<file path="src/hdl/opfs_pkg.sv">
package opfs_pkg;
  // management command codes
  localparam logic [7:0] CMD_OP_REACTION = 8'h69;
  localparam logic [7:0] CMD_OP_WARN_LIM = 8'h6a;
  localparam logic [7:0] CMD_SUMMARY = 8'h78;

  // reaction byte fields
  localparam int RESP_MSB = 7;
  localparam int RESP_LSB = 6;
  localparam int RETRY_MSB = 5;
  localparam int RETRY_LSB = 3;
  localparam int DELAY_MSB = 2;
  localparam int DELAY_LSB = 0;
  localparam logic [1:0] RESP_IGNORE = 2'h0;
  localparam logic [1:0] RESP_DISABLE = 2'h2;
  localparam logic [2:0] RETRY_NONE = 3'h0;
  localparam logic [2:0] RETRY_ENDLESS = 3'h7;

  // linear format
  localparam int LIN_EXP_MSB = 15;
  localparam int LIN_EXP_LSB = 11;
  localparam int LIN_MANT_MSB = 10;
  localparam logic [4:0] WARN_LIM_EXP = 5'h03;

  // summary byte bit positions
  localparam int SUM_OFF = 6;
  localparam int SUM_VOUT_OV = 5;
  localparam int SUM_IOUT_OC = 4;
  localparam int SUM_VIN_UV = 3;
  localparam int SUM_TEMP = 2;
  localparam int SUM_CML = 1;
  localparam int SUM_OTHER = 0;

  // reset values
  localparam logic [7:0] REACTION_RST = 8'h80;
  localparam logic [15:0] WARN_LIM_RST = 16'h1bff;

  // timing
  localparam int CLK_PERIOD_NS = 10;
  localparam int DELAY_UNIT_MS = 200;
  localparam int DELAY_UNIT_CYCLES = DELAY_UNIT_MS * (1000000 / CLK_PERIOD_NS);
  localparam int TIMER_W = 28;

  typedef enum logic [1:0] {
    OPFS_OFF,
    OPFS_ON,
    OPFS_WAIT,
    OPFS_LATCHED
  } opfs_state_t;

  // latched fault events from the rest of the converter
  typedef struct packed {
    logic vout_ov;
    logic iout_oc;
    logic vin_uv;
    logic temp;
    logic cml;
    logic other;
  } opfs_evt_t;

  typedef struct packed {
    logic [1:0] resp;
    logic [2:0] retries;
    logic [2:0] delay;
  } opfs_reaction_t;
endpackage : opfs_pkg

</file>
<file path="src/hdl/opfs_core.sv">
// Functional notes
// - response 00: an over-power fault leaves the output running untouched.
// - response 10: fault disables output, then retry count in bits 5:3 governs.
// - retry code 000: no restart; output stays off until faults are cleared.
// - retry codes 001..110: attempt restart that many times, one to six.
// - when all permitted restarts fail, output latched off until faults cleared.
// - code 111 retries forever until commanded off, bias lost or other shutdown.
// - wait from each trip to the next restart is delay bits 2:0 times 200 ms.
// - warning limit is 16-bit linear watts; only exponent 3 is accepted.
// - warning flag only when measured power strictly exceeds the limit.
// - summary bit 6 reads 1 whenever the output is not delivering power.
// - bit 5 latches output overvoltage, bit 4 latches output overcurrent fault.
// - bit 3 latches input undervoltage fault.
// - bit 2 latches any temperature fault or warning.
// - bit 1 latches communication, memory or logic faults.
// - bit 0 latches any other fault or warning, incl. over-power ones.
// - enable on/off never clears latched summary flags.
module opfs_core #(
  parameter int UNIT_CYCLES = opfs_pkg::DELAY_UNIT_CYCLES
) (
  input wire logic ref_clk,
  input wire logic reset,
  input wire logic [7:0] reg_cmd,
  input wire logic reg_wr,
  input wire logic [15:0] reg_wr_data,
  input wire logic reg_rd,
  output logic [15:0] reg_rd_data,
  output logic reg_ack,
  output logic reg_nack,
  input wire logic enable_cmd,
  input wire logic bias_ok,
  input wire logic other_shutdown,
  input wire logic op_fault,
  input wire logic [15:0] pout_meas,
  input wire opfs_pkg::opfs_evt_t evt,
  input wire logic fault_clear,
  output logic output_en,
  output logic op_warn
);

  function automatic logic signed [10:0] lin_mant(input logic [15:0] v);
    lin_mant = signed'(v[opfs_pkg::LIN_MANT_MSB:0]);
  endfunction : lin_mant

  opfs_pkg::opfs_reaction_t reaction_reg;
  opfs_pkg::opfs_reaction_t reaction_next;
  logic [15:0] warn_lim_reg;
  logic [15:0] warn_lim_next;
  opfs_pkg::opfs_state_t state_reg;
  opfs_pkg::opfs_state_t state_next;
  logic [2:0] attempts_reg;
  logic [2:0] attempts_next;
  logic [opfs_pkg::TIMER_W-1:0] timer_reg;
  logic [opfs_pkg::TIMER_W-1:0] timer_next;
  logic [5:0] sum_reg;
  logic [5:0] sum_next;
  logic [15:0] rd_data_next;
  logic ack_next;
  logic nack_next;
  logic out_next;
  logic warn_next;

  // register access decode
  wire hit_reaction = reg_cmd == opfs_pkg::CMD_OP_REACTION;
  wire hit_warn = reg_cmd == opfs_pkg::CMD_OP_WARN_LIM;
  wire hit_summary = reg_cmd == opfs_pkg::CMD_SUMMARY;
  wire [1:0] wr_resp = reg_wr_data[opfs_pkg::RESP_MSB:opfs_pkg::RESP_LSB];
  wire resp_ok = wr_resp == opfs_pkg::RESP_IGNORE || wr_resp == opfs_pkg::RESP_DISABLE;
  wire lim_ok = reg_wr_data[opfs_pkg::LIN_EXP_MSB:opfs_pkg::LIN_EXP_LSB]
    == opfs_pkg::WARN_LIM_EXP;
  wire wr_reaction = reg_wr && hit_reaction && resp_ok;
  wire wr_warn = reg_wr && hit_warn && lim_ok;
  wire wr_refused = reg_wr && !(wr_reaction || wr_warn);
  wire rd_refused = reg_rd && !(hit_reaction || hit_warn || hit_summary);

  assign reaction_next = wr_reaction ? opfs_pkg::opfs_reaction_t'(reg_wr_data[7:0])
    : reaction_reg;
  assign warn_lim_next = wr_warn ? reg_wr_data : warn_lim_reg;
  assign ack_next = (reg_wr || reg_rd) && !(wr_refused || rd_refused);
  assign nack_next = wr_refused || rd_refused;

  // summary byte, bit 7 unused here and reads zero
  wire [7:0] summary = {1'b0, !output_en, sum_reg};

  assign rd_data_next = !reg_rd ? reg_rd_data
    : hit_reaction ? {8'h00, reaction_reg}
    : hit_warn ? warn_lim_reg
    : hit_summary ? {8'h00, summary}
    : 16'h0000;

  // warning compare at the limit's own resolution; measurement uses exponent 3 too
  assign warn_next = lin_mant(pout_meas) > lin_mant(warn_lim_reg);

  // sticky flags: set beats clear; enable changes play no part
  wire [5:0] sum_set = {evt.vout_ov, evt.iout_oc, evt.vin_uv, evt.temp, evt.cml,
    evt.other || op_fault || op_warn};
  assign sum_next = sum_set | (fault_clear ? 6'h00 : sum_reg);

  // restart sequencer
  wire cmd_off = !enable_cmd || !bias_ok || other_shutdown;
  wire trip = op_fault && reaction_reg.resp == opfs_pkg::RESP_DISABLE;
  wire retries_left = reaction_reg.retries == opfs_pkg::RETRY_ENDLESS
    || attempts_reg < reaction_reg.retries;
  logic [opfs_pkg::TIMER_W-1:0] gap;
  assign gap = opfs_pkg::TIMER_W'(reaction_reg.delay) * opfs_pkg::TIMER_W'(UNIT_CYCLES);
  // a zero delay still costs one cycle before the restart
  wire [opfs_pkg::TIMER_W-1:0] gap_load = gap == '0 ? '0 : gap - 1'b1;

  always_comb begin
    state_next = state_reg;
    attempts_next = attempts_reg;
    timer_next = timer_reg;
    case (state_reg)
      opfs_pkg::OPFS_OFF: begin
        attempts_next = 3'h0;
        if (!cmd_off) begin
          state_next = opfs_pkg::OPFS_ON;
        end
      end
      opfs_pkg::OPFS_ON: begin
        if (cmd_off) begin
          state_next = opfs_pkg::OPFS_OFF;
        end else if (trip && retries_left) begin
          state_next = opfs_pkg::OPFS_WAIT;
          timer_next = gap_load;
        end else if (trip) begin
          state_next = opfs_pkg::OPFS_LATCHED;
        end
      end
      opfs_pkg::OPFS_WAIT: begin
        if (cmd_off) begin
          state_next = opfs_pkg::OPFS_OFF;
        end else if (timer_reg == '0) begin
          state_next = opfs_pkg::OPFS_ON;
          if (reaction_reg.retries != opfs_pkg::RETRY_ENDLESS) begin
            attempts_next = attempts_reg + 3'h1;
          end
        end else begin
          timer_next = timer_reg - 1'b1;
        end
      end
      opfs_pkg::OPFS_LATCHED: begin
        if (cmd_off) begin
          state_next = opfs_pkg::OPFS_OFF;
        end else if (fault_clear) begin
          state_next = opfs_pkg::OPFS_ON;
          attempts_next = 3'h0;
        end
      end
      default: begin
        state_next = opfs_pkg::OPFS_OFF;
      end
    endcase
  end

  assign out_next = state_next == opfs_pkg::OPFS_ON;

  always_ff @(posedge ref_clk) begin
    if (reset) begin
      reaction_reg <= opfs_pkg::REACTION_RST;
      warn_lim_reg <= opfs_pkg::WARN_LIM_RST;
      state_reg <= opfs_pkg::OPFS_OFF;
      attempts_reg <= 3'h0;
      timer_reg <= '0;
      sum_reg <= 6'h00;
      reg_rd_data <= 16'h0000;
      reg_ack <= 1'b0;
      reg_nack <= 1'b0;
      output_en <= 1'b0;
      op_warn <= 1'b0;
    end else begin
      reaction_reg <= reaction_next;
      warn_lim_reg <= warn_lim_next;
      state_reg <= state_next;
      attempts_reg <= attempts_next;
      timer_reg <= timer_next;
      sum_reg <= sum_next;
      reg_rd_data <= rd_data_next;
      reg_ack <= ack_next;
      reg_nack <= nack_next;
      output_en <= out_next;
      op_warn <= warn_next;
    end
  end
endmodule : opfs_core

</file>
<file path="config.mk">
export PLATFORM = sky130hd
export DESIGN_NAME = opfs_core
export DESIGN_NICKNAME = d
export VERILOG_FILES = /design/src/hdl/opfs_pkg.sv /design/src/hdl/opfs_core.sv
export SDC_FILE = /design/constraint.sdc
export NUM_CORES = 1
export LEC_CHECK = 0
export BUFFER_PORTS_ARGS = -buffer_cell sky130_fd_sc_hd__buf_2
export CAP_MARGIN = 20
export CORE_AREA = 2 2 118 120
export CTS_CLUSTER_DIAMETER = 30
export DETAILED_ROUTE_END_ITERATION = 10
export DIE_AREA = 0 0 120 122
export GPL_TIMING_DRIVEN = 0
export SLEW_MARGIN = 20
export SYNTH_ARGS = -nofsm -noshare
export SYNTH_HDL_FRONTEND = slang
export SYNTH_SLANG_ARGS = --single-unit
</file>
<file path="constraint.sdc">
create_clock -name ref_clk -period 6.1 [get_ports ref_clk]
set_clock_uncertainty 0.2 [all_clocks]
set_input_delay 0 -clock ref_clk [delete_from_list [all_inputs] [get_ports ref_clk]]
set_output_delay 0 -clock ref_clk [all_outputs]
set_load 0.01 [all_outputs]
</file>
; ---- Word level (Yosys, flattened, before mapping)
; Index checks and enable logic that the tools add are counted.
[totals]
out_inout_bits = 20
elab_cells = 99
register_bits = 83
input_bits = 55
[op_classes]
add_sub_neg = 3
n_reduce_logical = 34
multipliers = 1
bitwise_logic = 1
eq_ne = 20
n_lt_le_gt_ge = 2
n_mux = 25
[ops]
columns = cell, n
row1 = 28-bit two-way mux, 5
row2 = 28-bit zero test, 2
row3 = 28-bit one-hot mux with 2 select lines, 1
row4 = 28-bit by 1-bit subtractor with 28-bit output (second input constant), 2
row5 = 16-bit two-way mux, 2
row6 = 8-bit by 7-bit == test with 1-bit output (second input constant), 3
row7 = 3-bit by 17-bit multiplier with 20-bit output (second input constant), 1
row8 = 2-bit two-way mux, 8
row9 = 2-bit != test (second input constant), 8
row10 = 3-bit two-way mux, 5
row11 = 11-bit greater-than comparator, 1
row12 = 1-bit logical OR, 11
row13 = 1-bit logical AND, 9
row14 = 3-bit one-hot mux with 3 select lines, 1
row15 = 2-bit == test (second input constant), 4
row16 = 2-bit one-hot mux with 4 select lines, 1
row17 = 7-bit two-way mux, 1
row18 = 1-bit zero test, 6
row19 = 6-bit two-way mux, 1
row20 = 6-bit bitwise OR, 1
row21 = 6-bit AND reduction, 1
row22 = 5-bit by 2-bit == test with 1-bit output (second input constant), 1
row23 = 5-bit AND reduction, 1
row24 = 2-bit by 1-bit == test with 1-bit output (second input constant), 2
row25 = 7 further kinds, 8

; ---- Logic depth before layout (Yosys ltp)
; Gate-level depths: netlist of the first run.
[depth]
ltp_word = 9
ltp_mapped = 15
mapped_depth_nobuf = 12

; ---- Least setup slack after synthesis of the first run
; OpenSTA, ideal clock, no wires.
[synth_path]
path_kind = flip-flop to flip-flop
start = reg reaction_reg[1] (netlist name)
end = reg timer_reg[18] (netlist name)
t_required_ns = 5.783
path_slack_ns = 2.535
t_arrival_ns = 3.248
stages_incl_launch_ff = 15
period_less_slack_ns = 3.565
setup_time_ns = 0.117
n_path_buf = 2
cell_sequence = dfxtp_1 buf_4 inv_1 ha_1 ha_1 inv_1 fa_1 xor2_1 and4b_1 clkbuf_2 nand3_1 a2111oi_4 a311oi_4 and2_0 a22o_1
[synth_via]
elab_chain_cells = 6
elab_cells_between_ends = 7
classes_between = add/sub: 1 / mul: 1 / mux: 4 / reduce/logical: 1
[synth_rtl]
columns = element, line_no
row1 = "start, declared", opfs_core.sv:45  ; opfs_pkg::opfs_reaction_t reaction_reg;
row2 = "start signal, assigned", opfs_core.sv:160  ; reaction_reg <= opfs_pkg::REACTION_RST;
row3 = "start signal, assigned", opfs_core.sv:172  ; reaction_reg <= reaction_next;
row4 = 3-bit by 17-bit multiplier with 20-bit output *, opfs_core.sv:105  ; assign gap = opfs_pkg::TIMER_W'(reaction_reg.delay) * opfs_pkg::TIMER_W'(UNIT_CYCLES);
row5 = 28-bit by 1-bit subtractor with 28-bit output or 28-bit zero test (tied branches), opfs_core.sv:107  ; wire [opfs_pkg::TIMER_W-1:0] gap_load = gap == '0 ? '0 : gap - 1'b1;
row6 = 28-bit two-way mux *, opfs_core.sv:107
row7 = 28-bit two-way mux *, opfs_core.sv:123  ; end else if (trip && retries_left) begin
row8 = 28-bit two-way mux *, opfs_core.sv:121  ; if (cmd_off) begin
row9 = 28-bit one-hot mux with 2 select lines *, opfs_core.sv:113  ; case (state_reg)
row10 = "end signal, assigned", opfs_core.sv:176  ; timer_reg <= timer_next;
row11 = "end, declared", opfs_core.sv:53  ; logic [opfs_pkg::TIMER_W-1:0] timer_reg;
; Every way passes the cells marked *; elsewhere a longest branch is shown, timed or not. The select of a mux whose other input is x is not followed.
; A chain may end at the register's enable or synchronous reset.

; ---- Worst setup path after layout of the first run
[layout_path]
start = reg reaction_reg[0] (netlist name)
end = reg timer_reg[24] (netlist name)
; The elaborated chain is that of the path after synthesis.

==> results of run 1 <==
-- final cells by class --
type / instances / area [sq um]
fillers: 1353 / 7200
well taps: 180 / 225
inverters: 29 / 109
clock inverters: 7 / 92.6
multi-input cells: 482 / 3190
repair buffers: 98 / 641
clock buffers: 9 / 225
plain buffers: 36 / 153
flip-flops and latches: 83 / 1660
-- Yosys cell counts, drive strengths merged, types with 4 or more instances --
cell type  number
a32oi           4
or3             6
nor4            7
o21a            6
o31ai           7
nor3           30
xnor2          12
a21oi          57
o21ai          36
buf            10
nor2b          12
nand3          25
nand4          10
a21o            5
and2            6
nor2           52
xor2           16
a222oi          7
a211oi         12
nand2          48
o211ai         11
or2             5
dfxtp          83
o22ai           7
nor3b           9
clkbuf         26
ha             27
and3            6
nand3b          4
inv            29
a31oi          10
-- where the power goes --
| group | internal (W) | switching, W | total [W] |
|---|---|---|---|
| sequential | 0.000548 | 0.00000394 | 0.000552 |
| clock | 0.000330 | 0.000253 | 0.000583 |
| combinational | 0.0000409 | 0.0000435 | 0.0000843 |
| total | 0.000919 | 0.000300 | 0.00122 |
-- path summary, 6_finish.rpt --
kind              depth (start not counted)                          start  slack [ps]                             to
hold reg to reg                           1  warn_lim_reg[11]$_SDFFE_PP1P_         250  warn_lim_reg[11]$_SDFFE_PP1P_
setup reg to reg                         14   reaction_reg[0]$_SDFFE_PP0P_        1640     timer_reg[24]$_SDFFE_PP0P_
setup / recovery                         14   reaction_reg[0]$_SDFFE_PP0P_        1640     timer_reg[24]$_SDFFE_PP0P_
hold / removal                            5                 other_shutdown          20     timer_reg[12]$_SDFFE_PP0P_
-- worst max-delay path: stages, from the launching register on --
cell,delay [ps]
dfxtp_1,580
inv_1,210
ha_1,460
ha_1,240
inv_1,70
fa_1,490
xor2_1,310
and4b_1,240
clkbuf_2,170
nand3_1,160
nor4_1,410
a31oi_1,250
buf_4,260
o21ai_0,150
a31oi_1,130
-- cells by family (layout without fill, tap and decap cells) --
kind of cell / Yosys count / in the layout / share of synthesized area [%]
flip-flops: 83 / 83 / 32.5
multiplexers: 3 / 3 / 0.587
adder cells (fa/ha/maj): 28 / 28 / 6.99
AND/OR/NAND/NOR: 237 / 237 / 24.7
XOR/XNOR: 28 / 28 / 5.31
buffers and inverters: 65 / 179 / 5.11
AO/OA/AOI/OAI: 186 / 186 / 24.8
-- metrics by stage --
stage | setup slack [ps] | utilization (%)
2_1_floorplan | 2540 | -
3_3_place_gp | 1720 | 42.1
3_5_place_dp | 1650 | 42.1
4_1_cts | 1640 | 46.7
5_1_grt | 1240 | 46.7
6_report | 1640 | 46.7
-- routing by layer --
| metal | track usage (%) | up-vias | wire [um] |
|---|---|---|---|
| met5 | 0 | - | 0 |
| met4 | 8.31 | 0 | 289 |
| met3 | 3.32 | 21 | 988 |
| met2 | 35.8 | 197 | 7140 |
| met1 | 28.9 | 2472 | 7080 |
| li1 | - | 2545 | - |
==> impl_metrics.tcl, run 1 <==
set metrics [dict create \
    clk_pin_slew_worst_paths_ps 70 \
    die-height_um 122 \
    maxSlewViolCount 0 \
    synthDistinctLibCells 76 \
    hold_slack_ps 16.9 \
    synth_ff_type "dfxtp_1" \
    yosysSeqAreaShare_pct 32.5 \
    grt_pass1_vias 5173 \
    power_density_nw_per_um2 194 \
    critPathRequiredTime_ps 6110 \
    synth_area_leaders "dfxtp_1 32%, ha_1 6.6%, a21oi_1 5.5%" \
    end_kind "register" \
    layout_common_cells "83 x dfxtp_1, 72 x buf_2, 56 x a21oi_1, 52 x nor2_1, 47 x nand2_1" \
    p_total_w 0.00122 \
    place_area_sq_um 5680 \
    status "finished, final reports clean" \
    cts_resized 0 \
    layout-drive-gt1-share_pct 15.2 \
    synth_top_area_share_pct 32.5 \
    synth-seq-cells 83 \
    avgSynthCellArea_sq_um 8.12 \
    clock-sinks 83 \
    worstSetupPathType "register to register" \
    rsz0062_at_grt "false" \
    wl_per_cell_um 16.8 \
    power_leakage_nw 2.59 \
    start_kind "register" \
    synthesis.nets 713 \
    crit_arrival_ps 4470 \
    syn_inst 630 \
    hold_viol 0 \
    via_per_inst 5.67 \
    vias 5235 \
    start_util_pct 37.9 \
    diodes 0 \
    hold_path_class "input port to register" \
    fin_crit_sh_pct 73.0 \
    antenna_found_initial 0 \
    die_area_sq_um 14600 \
    htree_num_levels 3 \
    finalSetupViolations 0 \
    root_buffer "clkbuf_16" \
    drcViolationCount 0 \
    cts_hold_buf 30 \
    finalNonFillerCells 924 \
    clock_path_buffers 2 \
    coreArea_sq_um 13500 \
    drtIter0Drc 454 \
    yosysWarnings 0 \
    pin_count 75 \
    path_max_fanout 10 \
    overflow 0 \
    drt-pass1-iter-count 7 \
    async_flop_share_pct 0 \
    numPortBuffers 68 \
    yosysTopAreaCell "dfxtp_1" \
    fin_nets 822 \
    dp.cells 878 \
    syn_area_sq_um 5120 \
    tightestPinTransition_ps 888 \
    core.rowCount 43 \
    synth_edf_count 0 \
    max_cap_viol_count 0 \
    hpwl_mm 11.6 \
    cts_made_buffers 9 \
    final_common_cell "dfxtp_1" \
    ant_nets 0 \
    stdcell_area_sq_um 6300 \
    finalCriticalPeriod_ps 4460 \
    grt_start_max_net_pins 18 \
    post_cts_buffers 0 \
    clock_latency_ps 340 \
    grt_pass1_wl_mm 25.5 \
    gp_congestion 0.875 \
    routed_wl_mm 15.5 \
    fmax_mhz 224 \
    slew_headroom_pct 40.2 \
    die_w_um 120 \
    largest_reg_flops 28 \
    irDropWorstVdd_mv 0.136 \
    cts_tree "yes" \
    finalSetupTns_ps 0 \
    grtUsageTotal_pct 21.8 \
    area_delta_synth_final_pct 23.1 \
]
Power figures use the tool's default switching activity.
==> run 2: changes to the inputs <==
==> constraint.sdc (replaced) <==
create_clock -name ref_clk -period 4.5 [get_ports ref_clk]
set_clock_uncertainty 0.2 [all_clocks]
set_input_delay 0 -clock ref_clk [delete_from_list [all_inputs] [get_ports ref_clk]]
set_output_delay 0 -clock ref_clk [all_outputs]
set_load 0.01 [all_outputs]
==> impl_metrics.tcl, run 2 (synthesis results as in run 1) <==
set metrics [dict create \
    clock-sinks 83 \
    hold_path_startpoint "reg_wr" \
    path_max_fanout 10 \
    drtIter0Drc 438 \
    tightestPinTransition_ps 932 \
    grt_pass1_vias 5173 \
    largest_reg_flops 28 \
    gp_congestion 0.875 \
    status "finished, final reports clean" \
    diodes 0 \
    nFillCells 1350 \
    post_cts_buffers 0 \
    power_leakage_nw 2.60 \
    layout_common_cells "82 x dfxtp_1, 72 x buf_2, 56 x a21oi_1, 52 x nor2_1, 47 x nand2_1" \
    irDropWorstVdd_mv 0.183 \
    stdcell_area_sq_um 6340 \
    htree_num_levels 3 \
    grt_start_max_net_pins 18 \
    cts_tree "yes" \
    final_common_cell "dfxtp_1" \
    hold_path_class "input port to register" \
    clk_pin_slew_worst_paths_ps 70 \
    hold_viol 0 \
    whs_path_depth 4 \
    max_cap_viol_count 0 \
    fin_nets 822 \
    coreArea_sq_um 13500 \
    vias 5219 \
    die_w_um 120 \
    die_area_sq_um 14600 \
    multi_input_area_sq_um 3230 \
    via_per_inst 5.65 \
    wl_per_cell_um 16.8 \
    slew_headroom_pct 37.8 \
    hold_slack_ps 16.8 \
    power_density_nw_per_um2 260 \
    end_kind "register" \
    ff2ff_path_depth 15 \
    critPathRequiredTime_ps 4510 \
    hpwl_mm 11.6 \
    routed_wl_mm 15.5 \
    ff_latch_area_sq_um 1660 \
    grtUsageTotal_pct 21.8 \
    layout-drive-gt1-share_pct 15.7 \
    root_buffer "clkbuf_16" \
    worstSetupPathType "register to register" \
    fmax_mhz 236 \
    core.rowCount 43 \
    cts_made_buffers 9 \
    clock_latency_ps 340 \
    whs_endpoint "reaction_reg[0]$_SDFFE_PP0P_" \
    maxSlewViolCount 0 \
    die-height_um 122 \
    start_util_pct 37.9 \
    finalSetupTns_ps 0 \
    area_delta_synth_final_pct 23.9 \
    overflow 0 \
    place_area_sq_um 5680 \
    r2r_setup_slack_ps 250 \
    reg2reg_to "timer_reg[24]$_SDFFE_PP0P_" \
    timing.rr.start "reaction_reg[1]$_SDFFE_PP0P_" \
    drcViolationCount 0 \
    crit_arrival_ps 4250 \
    antenna_found_initial 0 \
    fin_crit_sh_pct 94.3 \
    clock_path_buffers 2 \
    drt-pass1-iter-count 7 \
    ant_nets 0 \
    finalSetupViolations 0 \
    start_kind "register" \
    finalCriticalPeriod_ps 4250 \
    numPortBuffers 68 \
    grt_pass1_wl_mm 25.5 \
    pin_count 75 \
]
run 2: cell counts in the layout (fill, tap and decap cells not counted):
No cell type changed its count.
run 2: how the worst max path moves through the flow:
| stage | start | end | slack, ps | cells after the start |
|---|---|---|---|---|
| 3_3_place_gp | reaction_reg[0]$_SDFFE_PP0P_ | timer_reg[24]$_SDFFE_PP0P_ | 120 | 14 |
| 4_1_cts | reaction_reg[0]$_SDFFE_PP0P_ | timer_reg[24]$_SDFFE_PP0P_ | 40 | 14 |
| 5_1_grt | reaction_reg[1]$_SDFFE_PP0P_ | timer_reg[2]$_SDFFE_PP0P_ | -30 | 15 |
| 2_1_floorplan | reaction_reg[1]$_SDFFE_PP0P_ | timer_reg[18]$_SDFFE_PP0P_ | 940 | 14 |
| 6_report | reaction_reg[1]$_SDFFE_PP0P_ | timer_reg[24]$_SDFFE_PP0P_ | 250 | 15 |
| 3_5_place_dp | reaction_reg[0]$_SDFFE_PP0P_ | timer_reg[24]$_SDFFE_PP0P_ | 50 | 14 |
run 2: metrics by stage:
step	std cells	worst slack, ps	total power (W)	util, %
3_5_place_dp	878	49.9	0.000857	42.1
2_1_floorplan	630	935	0.000809	-
4_1_cts	924	43.7	0.00166	46.7
6_report	924	255	0.00165	46.9
3_3_place_gp	878	122	0.000856	42.1
5_1_grt	924	-28.5	0.00171	46.9
run 2: cell type report:
type	count	area share (%)
flip-flops and latches	83	26.2
repair buffers	98	10.1
well taps	180	3.55
inverters	29	1.72
plain buffers	36	2.41
multi-input cells	482	51.0
clock buffers	9	3.55
clock inverters	7	1.46
run 2: where the power goes:
part	switching [W]	internal [W]	total [W]
clock network	0.000337	0.000447	0.000784
logic	0.0000589	0.0000555	0.000114
registers	0.00000533	0.000743	0.000749
run 2: worst max-delay path: stages (launching register included):
cell,delay [ps]
dfxtp_1,390
buf_4,240
inv_1,140
ha_1,420
ha_1,240
inv_1,70
fa_1,510
xor2_2,250
and4b_1,210
clkbuf_2,160
nand3_1,190
nor4_4,310
a31oi_1,230
buf_4,260
o21ai_0,150
a31oi_1,130
run 2: timing repair:
action,in CTS,in global routing
hold buffers,30,0
resized for setup,0,6
endpoints found under the hold margin,35,0
endpoints found under the setup margin,0,16
run 2: routing by layer:
metal  vias up  global-route usage, %  wire [um]
met4         0                   8.31        282
met5         -                      0          0
met2       191                   35.8       7160
met3        21                   3.32        872
met1      2457                   28.9       7180
li1       2550                      -          -
